===== src/verilog/bpm_pkg.sv =====
// Shared constants for the block transfer engine mask and order logic
package bpm_pkg;
  localparam int unsigned ADDR_W    = 8;
  localparam int unsigned DATA_W    = 32;
  localparam int unsigned MEM_AW    = 32;
  localparam int unsigned COORD_W   = 16;
  localparam int unsigned CH_W      = 8;
  localparam int unsigned NUM_CH    = 4;
  localparam int unsigned ROP_W     = 8;
  //////////////////////////////////////////////////////////////////////////
  // Register byte offsets
  localparam logic [7:0] OFF_CTRL    = 8'h00;
  localparam logic [7:0] OFF_STATUS  = 8'h04;
  localparam logic [7:0] OFF_SRC_XY  = 8'h08;
  localparam logic [7:0] OFF_DST_XY  = 8'h0C;
  localparam logic [7:0] OFF_SIZE    = 8'h10;
  localparam logic [7:0] OFF_BASE    = 8'h14;
  localparam logic [7:0] OFF_PITCH   = 8'h18;
  localparam logic [7:0] OFF_ROP     = 8'h1C;
  localparam logic [7:0] OFF_FG      = 8'h20;
  localparam logic [7:0] OFF_BG      = 8'h24;
  localparam logic [7:0] OFF_PAT_COL = 8'h28;
  localparam logic [7:0] OFF_MSRC_LO = 8'h2C;
  localparam logic [7:0] OFF_MSRC_HI = 8'h30;
  localparam logic [7:0] OFF_MPAT_LO = 8'h34;
  localparam logic [7:0] OFF_MPAT_HI = 8'h38;
  localparam logic [7:0] OFF_WRITTEN = 8'h3C;
  //////////////////////////////////////////////////////////////////////////
  // Control and status register fields
  localparam int unsigned CTRL_START     = 0;
  localparam int unsigned CTRL_CORNER_LO = 1;
  localparam int unsigned CTRL_CORNER_HI = 2;
  localparam int unsigned CTRL_AUTO      = 3;
  localparam int unsigned CTRL_MSEL_LO   = 4;
  localparam int unsigned CTRL_MSEL_HI   = 5;
  localparam int unsigned CTRL_TMODE_LO  = 6;
  localparam int unsigned CTRL_TMODE_HI  = 8;
  localparam int unsigned STAT_BUSY      = 0;
  localparam int unsigned STAT_DONE      = 1;
  localparam int unsigned STAT_XLEFT     = 2;
  localparam int unsigned STAT_YUP       = 3;
  //////////////////////////////////////////////////////////////////////////
  // Mask select, transparency modes and reset values
  localparam int unsigned MSEL_SRC = 0;
  localparam int unsigned MSEL_PAT = 1;
  localparam logic [2:0] TM_NONE       = 3'h0;
  localparam logic [2:0] TM_DST_IN     = 3'h1;
  localparam logic [2:0] TM_DST_OUT    = 3'h2;
  localparam logic [2:0] TM_SRC_IN     = 3'h3;
  localparam logic [2:0] TM_SRC_OUT    = 3'h4;
  localparam logic [7:0] ROP_RESET     = 8'hCC;
  localparam logic [31:0] RST_ZERO     = 32'h0000_0000;
endpackage : bpm_pkg


===== src/verilog/bpm_range_cmp.sv =====
// Per-channel colour range comparison of one pixel
`timescale 1ns/100ps
module bpm_range_cmp
  import bpm_pkg::*;
#(
  parameter int unsigned CHANNELS = bpm_pkg::NUM_CH,
  parameter int unsigned WIDTH    = bpm_pkg::CH_W
) (
  input  wire logic [CHANNELS*WIDTH-1:0] pixel,
  input  wire logic [CHANNELS*WIDTH-1:0] low_limit,
  input  wire logic [CHANNELS*WIDTH-1:0] high_limit,
  output logic                           in_range
);
  logic [CHANNELS-1:0] ch_ok;

  genvar g;
  generate
    for (g = 0; g < CHANNELS; g = g + 1) begin : g_ch
      // Background is the lower bound, foreground the upper
      assign ch_ok[g] =
        (pixel[g*WIDTH +: WIDTH] >= low_limit[g*WIDTH +: WIDTH]) &&
        (pixel[g*WIDTH +: WIDTH] <= high_limit[g*WIDTH +: WIDTH]);
    end
  endgenerate

  assign in_range = &ch_ok;
endmodule : bpm_range_cmp


===== src/verilog/bpm_rop.sv =====
// Bitwise raster operation of source, pattern and destination
`timescale 1ns/100ps
module bpm_rop
  import bpm_pkg::*;
#(
  parameter int unsigned WIDTH = bpm_pkg::DATA_W
) (
  input  wire logic [7:0]       code,
  input  wire logic [WIDTH-1:0] src,
  input  wire logic [WIDTH-1:0] pat,
  input  wire logic [WIDTH-1:0] dst,
  output logic      [WIDTH-1:0] result
);
  genvar g;
  generate
    for (g = 0; g < WIDTH; g = g + 1) begin : g_bit
      // Code bit index is {P,S,D}; hence FF gives all ones
      assign result[g] = code[{pat[g], src[g], dst[g]}];
    end
  endgenerate
endmodule : bpm_rop


===== src/verilog/bpm_blit.sv =====
// Block transfer engine: pixel write masking and overlap-safe ordering
//
// Local design decisions: the register addresses and the APB register port.
`timescale 1ns/100ps
// Operation
// Mono source or mono pattern bits, picked by mask select, mask writes.
// Colour pattern never masks; it only feeds the raster operation.
// A zero mask bit skips the whole destination pixel write.
// With both mono operands selected the write enable is their AND.
// A 3-bit transparency mode picks colour-compare masking or none.
// Colour compare checks each channel of dest or source in [bg, fg].
// Rectangle copy detects overlap and picks a safe traversal direction.
// By default traversal starts at the top-left pixel of both rectangles.
// Any of the four corners may be chosen as the start.
// Each source pixel is fetched before its destination is written.
// Software should pick a start corner inside the overlap area.
// With no mask and no transparency every pixel is written.
// Source, pattern and destination combine bitwise; code FF gives ones.
module bpm_blit (
  input  wire logic                        core_clk,
  input  wire logic                        rst_n,
  input  wire logic                        psel,
  input  wire logic                        penable,
  input  wire logic                        pwrite,
  input  wire logic [bpm_pkg::ADDR_W-1:0]  paddr,
  input  wire logic [bpm_pkg::DATA_W-1:0]  pwdata,
  output logic      [bpm_pkg::DATA_W-1:0]  prdata,
  output logic                             pready,
  output logic                             pslverr,
  output logic                             mem_req,
  output logic                             mem_we,
  output logic      [bpm_pkg::MEM_AW-1:0]  mem_addr,
  output logic      [bpm_pkg::DATA_W-1:0]  mem_wdata,
  output logic      [3:0]                  mem_be,
  input  wire logic [bpm_pkg::DATA_W-1:0]  mem_rdata,
  input  wire logic                        mem_ack,
  output logic                             busy
);
  import bpm_pkg::*;

  typedef enum logic [2:0] {
    ST_IDLE, ST_SETUP, ST_RD_SRC, ST_RD_DST, ST_DECIDE, ST_WR, ST_STEP
  } bpm_state_type;

  bpm_state_type       state;
  logic [8:0]          ctrl;
  logic [31:0]         src_xy;
  logic [31:0]         dst_xy;
  logic [31:0]         size;
  logic [31:0]         base;
  logic [31:0]         pitch;
  logic [7:0]          rop;
  logic [31:0]         fg;
  logic [31:0]         bg;
  logic [31:0]         pat_col;
  logic [63:0]         mono_src;
  logic [63:0]         mono_pat;
  logic [31:0]         written;
  logic                done;
  logic                x_left;
  logic                y_up;
  logic [COORD_W-1:0]  col_cnt;
  logic [COORD_W-1:0]  row_cnt;
  logic [31:0]         src_px;
  logic [31:0]         dst_px;
  logic                pix_we;

  //////////////////////////////////////////////////////////////////////////
  // APB decode
  logic                apb_access;
  logic                apb_wr;
  logic                addr_ok;
  logic [31:0]         rd_mux;

  assign apb_access = psel & penable;
  assign apb_wr     = apb_access & pready & pwrite;

  always_comb begin
    addr_ok = 1'b1;
    rd_mux  = RST_ZERO;
    case (paddr)
      OFF_CTRL:    rd_mux = {23'h0, ctrl[8:1], 1'b0};
      OFF_STATUS:  rd_mux = {28'h0, y_up, x_left, done, busy};
      OFF_SRC_XY:  rd_mux = src_xy;
      OFF_DST_XY:  rd_mux = dst_xy;
      OFF_SIZE:    rd_mux = size;
      OFF_BASE:    rd_mux = base;
      OFF_PITCH:   rd_mux = pitch;
      OFF_ROP:     rd_mux = {24'h0, rop};
      OFF_FG:      rd_mux = fg;
      OFF_BG:      rd_mux = bg;
      OFF_PAT_COL: rd_mux = pat_col;
      OFF_MSRC_LO: rd_mux = mono_src[31:0];
      OFF_MSRC_HI: rd_mux = mono_src[63:32];
      OFF_MPAT_LO: rd_mux = mono_pat[31:0];
      OFF_MPAT_HI: rd_mux = mono_pat[63:32];
      OFF_WRITTEN: rd_mux = written;
      default:     addr_ok = 1'b0;
    endcase
  end

  // One wait state keeps every answer on a flip-flop
  always_ff @(posedge core_clk) begin
    if (!rst_n) begin
      pready  <= 1'b0;
      prdata  <= RST_ZERO;
      pslverr <= 1'b0;
    end else begin
      pready  <= apb_access & ~pready;
      prdata  <= (apb_access & ~pready & ~pwrite) ? rd_mux : RST_ZERO;
      pslverr <= apb_access & ~pready & ~addr_ok;
    end
  end

  //////////////////////////////////////////////////////////////////////////
  // Configuration registers; held stable while the engine runs
  logic cfg_wr;
  assign cfg_wr = apb_wr & ~busy;

  always_ff @(posedge core_clk) begin
    if (!rst_n) begin
      ctrl     <= 9'h000;
      src_xy   <= RST_ZERO;
      dst_xy   <= RST_ZERO;
      size     <= RST_ZERO;
      base     <= RST_ZERO;
      pitch    <= RST_ZERO;
      rop      <= ROP_RESET;
      fg       <= RST_ZERO;
      bg       <= RST_ZERO;
      pat_col  <= RST_ZERO;
      mono_src <= 64'h0;
      mono_pat <= 64'h0;
    end else begin
      ctrl[CTRL_START] <= cfg_wr && paddr == OFF_CTRL && pwdata[CTRL_START];
      if (cfg_wr) begin
        case (paddr)
          OFF_CTRL:    ctrl[8:1]       <= pwdata[8:1];
          OFF_SRC_XY:  src_xy          <= pwdata;
          OFF_DST_XY:  dst_xy          <= pwdata;
          OFF_SIZE:    size            <= pwdata;
          OFF_BASE:    base            <= pwdata;
          OFF_PITCH:   pitch           <= pwdata;
          OFF_ROP:     rop             <= pwdata[7:0];
          OFF_FG:      fg              <= pwdata;
          OFF_BG:      bg              <= pwdata;
          OFF_PAT_COL: pat_col         <= pwdata;
          OFF_MSRC_LO: mono_src[31:0]  <= pwdata;
          OFF_MSRC_HI: mono_src[63:32] <= pwdata;
          OFF_MPAT_LO: mono_pat[31:0]  <= pwdata;
          OFF_MPAT_HI: mono_pat[63:32] <= pwdata;
          default:     ;
        endcase
      end
    end
  end

  //////////////////////////////////////////////////////////////////////////
  // Geometry and overlap detection
  logic [COORD_W-1:0] sx, sy, dx, dy, w, h;
  logic [COORD_W-1:0] abs_dx, abs_dy;
  logic               overlap;
  logic               next_x_left;
  logic               next_y_up;

  assign sx = src_xy[15:0];
  assign sy = src_xy[31:16];
  assign dx = dst_xy[15:0];
  assign dy = dst_xy[31:16];
  assign w  = size[15:0];
  assign h  = size[31:16];
  assign abs_dx = (dx > sx) ? dx - sx : sx - dx;
  assign abs_dy = (dy > sy) ? dy - sy : sy - dy;
  assign overlap = (abs_dx < w) && (abs_dy < h);

  always_comb begin
    // Corner field: bit 0 right-to-left, bit 1 bottom-to-top
    next_x_left = ctrl[CTRL_CORNER_LO];
    next_y_up   = ctrl[CTRL_CORNER_HI];
    if (ctrl[CTRL_AUTO]) begin
      // Start on the corner of the source that lies in the overlap
      next_x_left = overlap && (dx > sx);
      next_y_up   = overlap && (dy > sy);
    end
  end

  //////////////////////////////////////////////////////////////////////////
  // Current pixel position and addresses
  logic [COORD_W-1:0] col;
  logic [COORD_W-1:0] row;
  logic [COORD_W-1:0] src_x, src_y, dst_x, dst_y;
  logic [31:0]        src_addr;
  logic [31:0]        dst_addr;
  logic               last_col;
  logic               last_row;

  assign col   = x_left ? w - 16'h0001 - col_cnt : col_cnt;
  assign row   = y_up   ? h - 16'h0001 - row_cnt : row_cnt;
  assign src_x = sx + col;
  assign src_y = sy + row;
  assign dst_x = dx + col;
  assign dst_y = dy + row;
  assign src_addr = base + 32'({16'h0, src_y} * pitch)
                  + {14'h0, src_x, 2'b00};
  assign dst_addr = base + 32'({16'h0, dst_y} * pitch)
                  + {14'h0, dst_x, 2'b00};
  assign last_col = (col_cnt == w - 16'h0001);
  assign last_row = (row_cnt == h - 16'h0001);

  //////////////////////////////////////////////////////////////////////////
  // Write mask: mono operands and colour compare
  logic [5:0]  bit_idx;
  logic        mono_we;
  logic        colour_we;
  logic        dst_in;
  logic        src_in;
  logic [1:0]  msel;
  logic [2:0]  tmode;
  logic [31:0] rop_out;

  assign msel    = ctrl[CTRL_MSEL_HI:CTRL_MSEL_LO];
  assign tmode   = ctrl[CTRL_TMODE_HI:CTRL_TMODE_LO];
  // The mono bits tile the rectangle as an 8x8 block
  assign bit_idx = {row[2:0], col[2:0]};
  // Colour pattern has no path into the mask
  assign mono_we = (msel[MSEL_SRC] ? mono_src[bit_idx] : 1'b1)
                 & (msel[MSEL_PAT] ? mono_pat[bit_idx] : 1'b1);

  always_comb begin
    case (tmode)
      TM_DST_IN:  colour_we = dst_in;
      TM_DST_OUT: colour_we = ~dst_in;
      TM_SRC_IN:  colour_we = src_in;
      TM_SRC_OUT: colour_we = ~src_in;
      default:    colour_we = 1'b1;
    endcase
  end

  bpm_range_cmp u_cmp_dst (
    .pixel      (dst_px),
    .low_limit  (bg),
    .high_limit (fg),
    .in_range   (dst_in)
  );

  bpm_range_cmp u_cmp_src (
    .pixel      (src_px),
    .low_limit  (bg),
    .high_limit (fg),
    .in_range   (src_in)
  );

  bpm_rop u_rop (
    .code   (rop),
    .src    (src_px),
    .pat    (pat_col),
    .dst    (dst_px),
    .result (rop_out)
  );

  //////////////////////////////////////////////////////////////////////////
  // Traversal state machine
  always_ff @(posedge core_clk) begin
    if (!rst_n) begin
      state   <= ST_IDLE;
      col_cnt <= 16'h0000;
      row_cnt <= 16'h0000;
      x_left  <= 1'b0;
      y_up    <= 1'b0;
      src_px  <= RST_ZERO;
      dst_px  <= RST_ZERO;
      pix_we  <= 1'b0;
      busy    <= 1'b0;
    end else begin
      case (state)
        ST_IDLE: begin
          if (ctrl[CTRL_START]) begin
            state <= ST_SETUP;
            busy  <= 1'b1;
          end
        end
        ST_SETUP: begin
          x_left  <= next_x_left;
          y_up    <= next_y_up;
          col_cnt <= 16'h0000;
          row_cnt <= 16'h0000;
          if (w == 16'h0000 || h == 16'h0000) begin
            state <= ST_IDLE;
            busy  <= 1'b0;
          end else begin
            state <= ST_RD_SRC;
          end
        end
        ST_RD_SRC: begin
          if (mem_req && mem_ack) begin
            src_px <= mem_rdata;
            state  <= ST_RD_DST;
          end
        end
        ST_RD_DST: begin
          if (mem_req && mem_ack) begin
            dst_px <= mem_rdata;
            state  <= ST_DECIDE;
          end
        end
        ST_DECIDE: begin
          pix_we <= mono_we & colour_we;
          state  <= (mono_we & colour_we) ? ST_WR : ST_STEP;
        end
        ST_WR: begin
          if (mem_req && mem_ack) begin
            state <= ST_STEP;
          end
        end
        ST_STEP: begin
          state <= ST_RD_SRC;
          if (last_col) begin
            col_cnt <= 16'h0000;
            row_cnt <= row_cnt + 16'h0001;
            if (last_row) begin
              state <= ST_IDLE;
              busy  <= 1'b0;
            end
          end else begin
            col_cnt <= col_cnt + 16'h0001;
          end
        end
        default: begin
          state <= ST_IDLE;
          busy  <= 1'b0;
        end
      endcase
    end
  end

  //////////////////////////////////////////////////////////////////////////
  // Memory port; request held until acknowledged
  logic mem_done;
  assign mem_done = mem_req & mem_ack;

  always_ff @(posedge core_clk) begin
    if (!rst_n) begin
      mem_req   <= 1'b0;
      mem_we    <= 1'b0;
      mem_addr  <= RST_ZERO;
      mem_wdata <= RST_ZERO;
      mem_be    <= 4'h0;
    end else if (mem_done) begin
      mem_req <= 1'b0;
      mem_we  <= 1'b0;
      mem_be  <= 4'h0;
    end else if (!mem_req) begin
      case (state)
        ST_RD_SRC: begin
          mem_req  <= 1'b1;
          mem_addr <= src_addr;
        end
        ST_RD_DST: begin
          mem_req  <= 1'b1;
          mem_addr <= dst_addr;
        end
        ST_WR: begin
          // Whole pixel written or none at all
          mem_req   <= 1'b1;
          mem_we    <= 1'b1;
          mem_be    <= 4'hF;
          mem_addr  <= dst_addr;
          mem_wdata <= rop_out;
        end
        default: ;
      endcase
    end
  end

  //////////////////////////////////////////////////////////////////////////
  // Status: done flag and written-pixel count
  logic set_done;
  logic clr_done;
  assign set_done = (state == ST_STEP) && last_col && last_row;
  assign clr_done = apb_wr && paddr == OFF_STATUS && pwdata[STAT_DONE];

  always_ff @(posedge core_clk) begin
    if (!rst_n) begin
      done <= 1'b0;
    end else if (set_done) begin
      done <= 1'b1;
    end else if (clr_done) begin
      done <= 1'b0;
    end
  end

  always_ff @(posedge core_clk) begin
    if (!rst_n) begin
      written <= RST_ZERO;
    end else if (state == ST_SETUP) begin
      written <= RST_ZERO;
    end else if (state == ST_WR && mem_done && pix_we) begin
      written <= written + 32'h0000_0001;
    end
  end
endmodule : bpm_blit


===== config.mk =====
export PLATFORM = sky130hd
export DESIGN_NAME = bpm_blit
export DESIGN_NICKNAME = d
export VERILOG_FILES = /design/src/verilog/bpm_pkg.sv /design/src/verilog/bpm_range_cmp.sv /design/src/verilog/bpm_rop.sv /design/src/verilog/bpm_blit.sv
export SDC_FILE = /design/constraint.sdc
export NUM_CORES = 2
export LEC_CHECK = 0
export BUFFER_PORTS_ARGS = -buffer_cell sky130_fd_sc_hd__buf_2
export CORE_UTILIZATION = 50
export CTS_BUF_LIST = sky130_fd_sc_hd__clkbuf_2
export CTS_CLUSTER_DIAMETER = 30
export DETAILED_ROUTE_END_ITERATION = 8
export HOLD_SLACK_MARGIN = 0.05
export PLACE_DENSITY_LB_ADDON = 0.08
export SLEW_MARGIN = 40
export SYNTH_ARGS = -nofsm -noshare
export SYNTH_HDL_FRONTEND = slang
export SYNTH_HIERARCHICAL = 1
export SYNTH_SLANG_ARGS = --single-unit

===== constraint.sdc =====
create_clock -name core_clk -period 11.7 [get_ports core_clk]
set_input_delay 0 -clock core_clk [delete_from_list [all_inputs] [get_ports core_clk]]
set_output_delay 0 -clock core_clk [all_outputs]
set_load 0.01 [all_outputs]

==> impl_summary.md <==
Run status
The run finished with clean final reports.

Clock tree
The H-tree generated during clock tree synthesis spans 4 levels. The clock latency of the later-clocked register in the worst-skew pair is 1.70 ns. Clock tree synthesis inserted a total of 191 buffers. Post-CTS timing repair inserted 0 buffers for setup. The clock transition at the registers of the reported paths is 0.12 ns. The number of buffers on the longest clock path is 3.

CTS placed an instance of sky130_fd_sc_hd__clkbuf_2 at the clock tree root. The count of clock tree sinks is 637. TritonCTS built the clock tree.

Pwr
For this design the static power due to leakage is 31.19 nW. In this run the power density over the cells is 56.61 nW/um2. Total power for the finished layout comes to 0.004177 W. Across the VDD grid, the largest voltage drop is 0.0001001 V.

Route
In the routed design, unresolved DRC markers number 0. The average wire per standard cell is 22.41 um. The total iterations of the first detailed-routing run is 7. The total length of routed wires is 231.4 mm. The vias per cell is 5.706. Detailed routing inserted a total of 58910 vias. The violation count after the first detailed-route iteration is 5320. Once detail routing completed, the nets flagged for antenna violations numbered 0.

Synthesis
The number of synthesis warnings is 6. The synthesized design contains 637 register bits. The area share of the largest cell type after synthesis is 0.2167.

The cell count after synthesis is 8027. The post-synthesis async set-or-reset flop share is 0. The post-synthesis area per instance is 8.150 um2. Yosys instantiated no cell more often than sky130_fd_sc_hd__nand2_1. The largest area contributor in the synthesized netlist is sky130_fd_sc_hd__fa_1. Of the synthesized area, sequential elements account for 0.1949.

The synthesized netlist occupies a cell area of 65420 um2. Yosys attributes the largest share of cell area to sky130_fd_sc_hd__fa_1 (22%), sky130_fd_sc_hd__dfxtp_1 (19%), sky130_fd_sc_hd__nand2_1 (9.8%). Among all flip-flop cells after synthesis, the most frequent one is sky130_fd_sc_hd__dfxtp_1. Ranked by instance count, the synthesized netlist is headed by sky130_fd_sc_hd__nand2_1 (1705), sky130_fd_sc_hd__inv_1 (1215), sky130_fd_sc_hd__a21oi_1 (726). The number of distinct library cells after synthesis is 91.

When the netlist entered floorplanning its net count stood at 9293. The number of flops mapped to enable cells by yosys is 0.

Die
The initial utilization of the core area, before any placement, comes to 0.5046. The floorplan has 132 rows. 183 I/O pins were placed. The die is 363.7 um tall. Measured along the x axis, the die boundary spans 363.7 um. The core region is 129600 um2. The die covers 132300 um2.

Worst setup path
The critical path capture point type is a flop. By startpoint and endpoint, the worst setup path is classified as flop to flop. The data required time of the worst path is 13.30 ns. The startpoint class of the critical path is a flop. The family of cells with the greatest summed delay on the critical path is adder cells. Of all nets on the critical path, the largest fanout is 10. The critical path contains buffers and inverters numbering 3 combined. The longest individual stage delay on the worst path is 0.53 ns.

Data arrives at the worst endpoint at 12.59 ns. The library cell appearing most often on the critical path is sky130_fd_sc_hd__xnor2_1. The cell with the largest stage delay on the worst path is sky130_fd_sc_hd__fa_1.

Placed design
The count of buffers from port buffering is 182. At the end of routability-driven placement, the weighted congestion stood at 0.9537. The total instance count after detailed placement is 9616.

Detailed placement finished with a half-perimeter wire length of 168.1 mm. The worst-case setup slack after placement is 0.2307 ns.

STA
For the pin with the worst max-slew slack, the measured transition is 1.137 ns. The part of the cycle the worst path needs is 0.9393. The sum of negative setup slack is 0 ns. The final hold violation count is 0. For the final database, setup skew stands at 0.1327 ns. Setup violations remaining at the end of the flow were counted as 0. The worst path setup slack after routing is 0.7101 ns. Static timing analysis puts the maximum clock frequency at 0.09099 GHz. The shortest clock period the worst path allows after layout is 10.99 ns. The number of slew-limit violations in the final report is 0.

The headroom to the max-slew limit is 0.2417. The final hold slack is 0.2743 ns.

GRT
The number of global-route vias before repair came to 59870. The maximum number of pins on one net before global-route repair is 196. Global routing finished with a remaining overflow of 0. The first global-routing pass estimated 354.6 mm of wire. Across every metal layer, demand over resource in global routing totals 0.3513. The number of antenna violations at the first check in global routing is 8.

Cells and area
The largest registers in the layout are mono_pat (64), mono_src (64). In the final layout, the share of cells above drive strength 1 is 0.09921. The count of cells in the finished layout, fillers not included, comes to 10330. At the end of the flow, the number of nets in the layout was 9692. The area growth from synthesis to layout is 12.79%.

Worst hold path
The type of the most critical hold path is primary input to flop.

Flow run
Max-cap violations in this run came to 0.
## cells by family (layout without fill, tap and decap cells)
| kind of cell | count (synthesis) | in the layout | synth area share |
|---|---|---|---|
| buf+inv | 1687 | 2228 | 0.09800 |
| compound gates | 1450 | 1450 | 0.1370 |
| mux | 177 | 177 | 0.04739 |
| simple gates | 2617 | 2617 | 0.1758 |
| other cells | 0 | 15 | 0 |
| fa+ha+maj | 1188 | 1188 | 0.3085 |
| xor+xnor | 271 | 271 | 0.03839 |
| flops | 637 | 637 | 0.1949 |
## per-layer routing
layer  GRT usage  wire [um]
met3     0.06624      18910
met2      0.5811     108000
met4      0.1334       8549
met1      0.4540      95840
met5           0         43
## stage by stage
step	util	cell area (um2)
floorplan	-	65420
global placement	0.5250	68060
detailed placement	0.5265	68260
CTS	0.5681	73650
global route	0.5690	73770
finish	0.5691	73780
## final timing paths
path / start / to / slack, ns / cells after the start
max: size[19] / mem_addr[31] / 0.71 / 46
min: mem_rdata[18] / dst_px[18] / 0.27 / 6
max reg2reg: size[19] / mem_addr[31] / 0.71 / 46
min reg2reg: mem_addr[11] / mem_addr[11] / 0.45 / 2
## where the power goes
part	leakage [nW]	switching (W)	internal, W
clock	1.33	0.00112	0.000702
combinational	24.7	0.000114	0.0000723
sequential	5.13	0.00000234	0.00217
## worst min-delay path: stages
cell                            delay (ns)
sky130_fd_sc_hd__dlygate4sd3_1        0.52
sky130_fd_sc_hd__dlygate4sd3_1        0.53
sky130_fd_sc_hd__buf_2                0.09
sky130_fd_sc_hd__dlygate4sd3_1        0.56
sky130_fd_sc_hd__nand2_1              0.06
sky130_fd_sc_hd__a21oi_1              0.11
## area by class of cell
cell class                      count  area [um2]
Tap cell                         1742        2180
Clock inverter                     79       515.5
Clock buffer                      256        1281
Antenna cell                       15       37.54
Timing Repair Buffer              676        5628
Fill cell                       12080       55860
Inverter                         1217        4576
Sequential cell                   637       12760
Multi-Input combinational cell   5703       46800
## cells in the final DEF (no fill, tap or decap), types with 57 or more instances in the layout
| master | instances |
|---|---|
| sky130_fd_sc_hd__a21oi_1 | 721 |
| sky130_fd_sc_hd__nor2b_1 | 57 |
| sky130_fd_sc_hd__a221oi_1 | 69 |
| sky130_fd_sc_hd__nand4_1 | 58 |
| sky130_fd_sc_hd__a22oi_1 | 68 |
| sky130_fd_sc_hd__nand2b_1 | 81 |
| sky130_fd_sc_hd__clkbuf_2 | 256 |
| sky130_fd_sc_hd__nand3_1 | 69 |
| sky130_fd_sc_hd__a21o_1 | 74 |
| sky130_fd_sc_hd__xnor2_1 | 180 |
| sky130_fd_sc_hd__buf_2 | 184 |
| sky130_fd_sc_hd__ha_1 | 479 |
| sky130_fd_sc_hd__dlygate4sd3_1 | 352 |
| sky130_fd_sc_hd__and2_1 | 228 |
| sky130_fd_sc_hd__buf_4 | 129 |
| sky130_fd_sc_hd__nand2_1 | 1698 |
| sky130_fd_sc_hd__inv_1 | 1215 |
| sky130_fd_sc_hd__o21ai_0 | 151 |
| sky130_fd_sc_hd__dfxtp_1 | 630 |
| sky130_fd_sc_hd__mux4_2 | 81 |
| sky130_fd_sc_hd__fa_1 | 706 |
| sky130_fd_sc_hd__xor2_1 | 67 |
| sky130_fd_sc_hd__nor2_1 | 214 |
## timing repair
item / CTS / global route
hold endpoints to repair: 613 / 3
resized for setup: 0 / 8
setup endpoints to repair: 0 / 1
hold buffers: 356 / 1
Note: power is estimated with default switching activity, not from simulation.
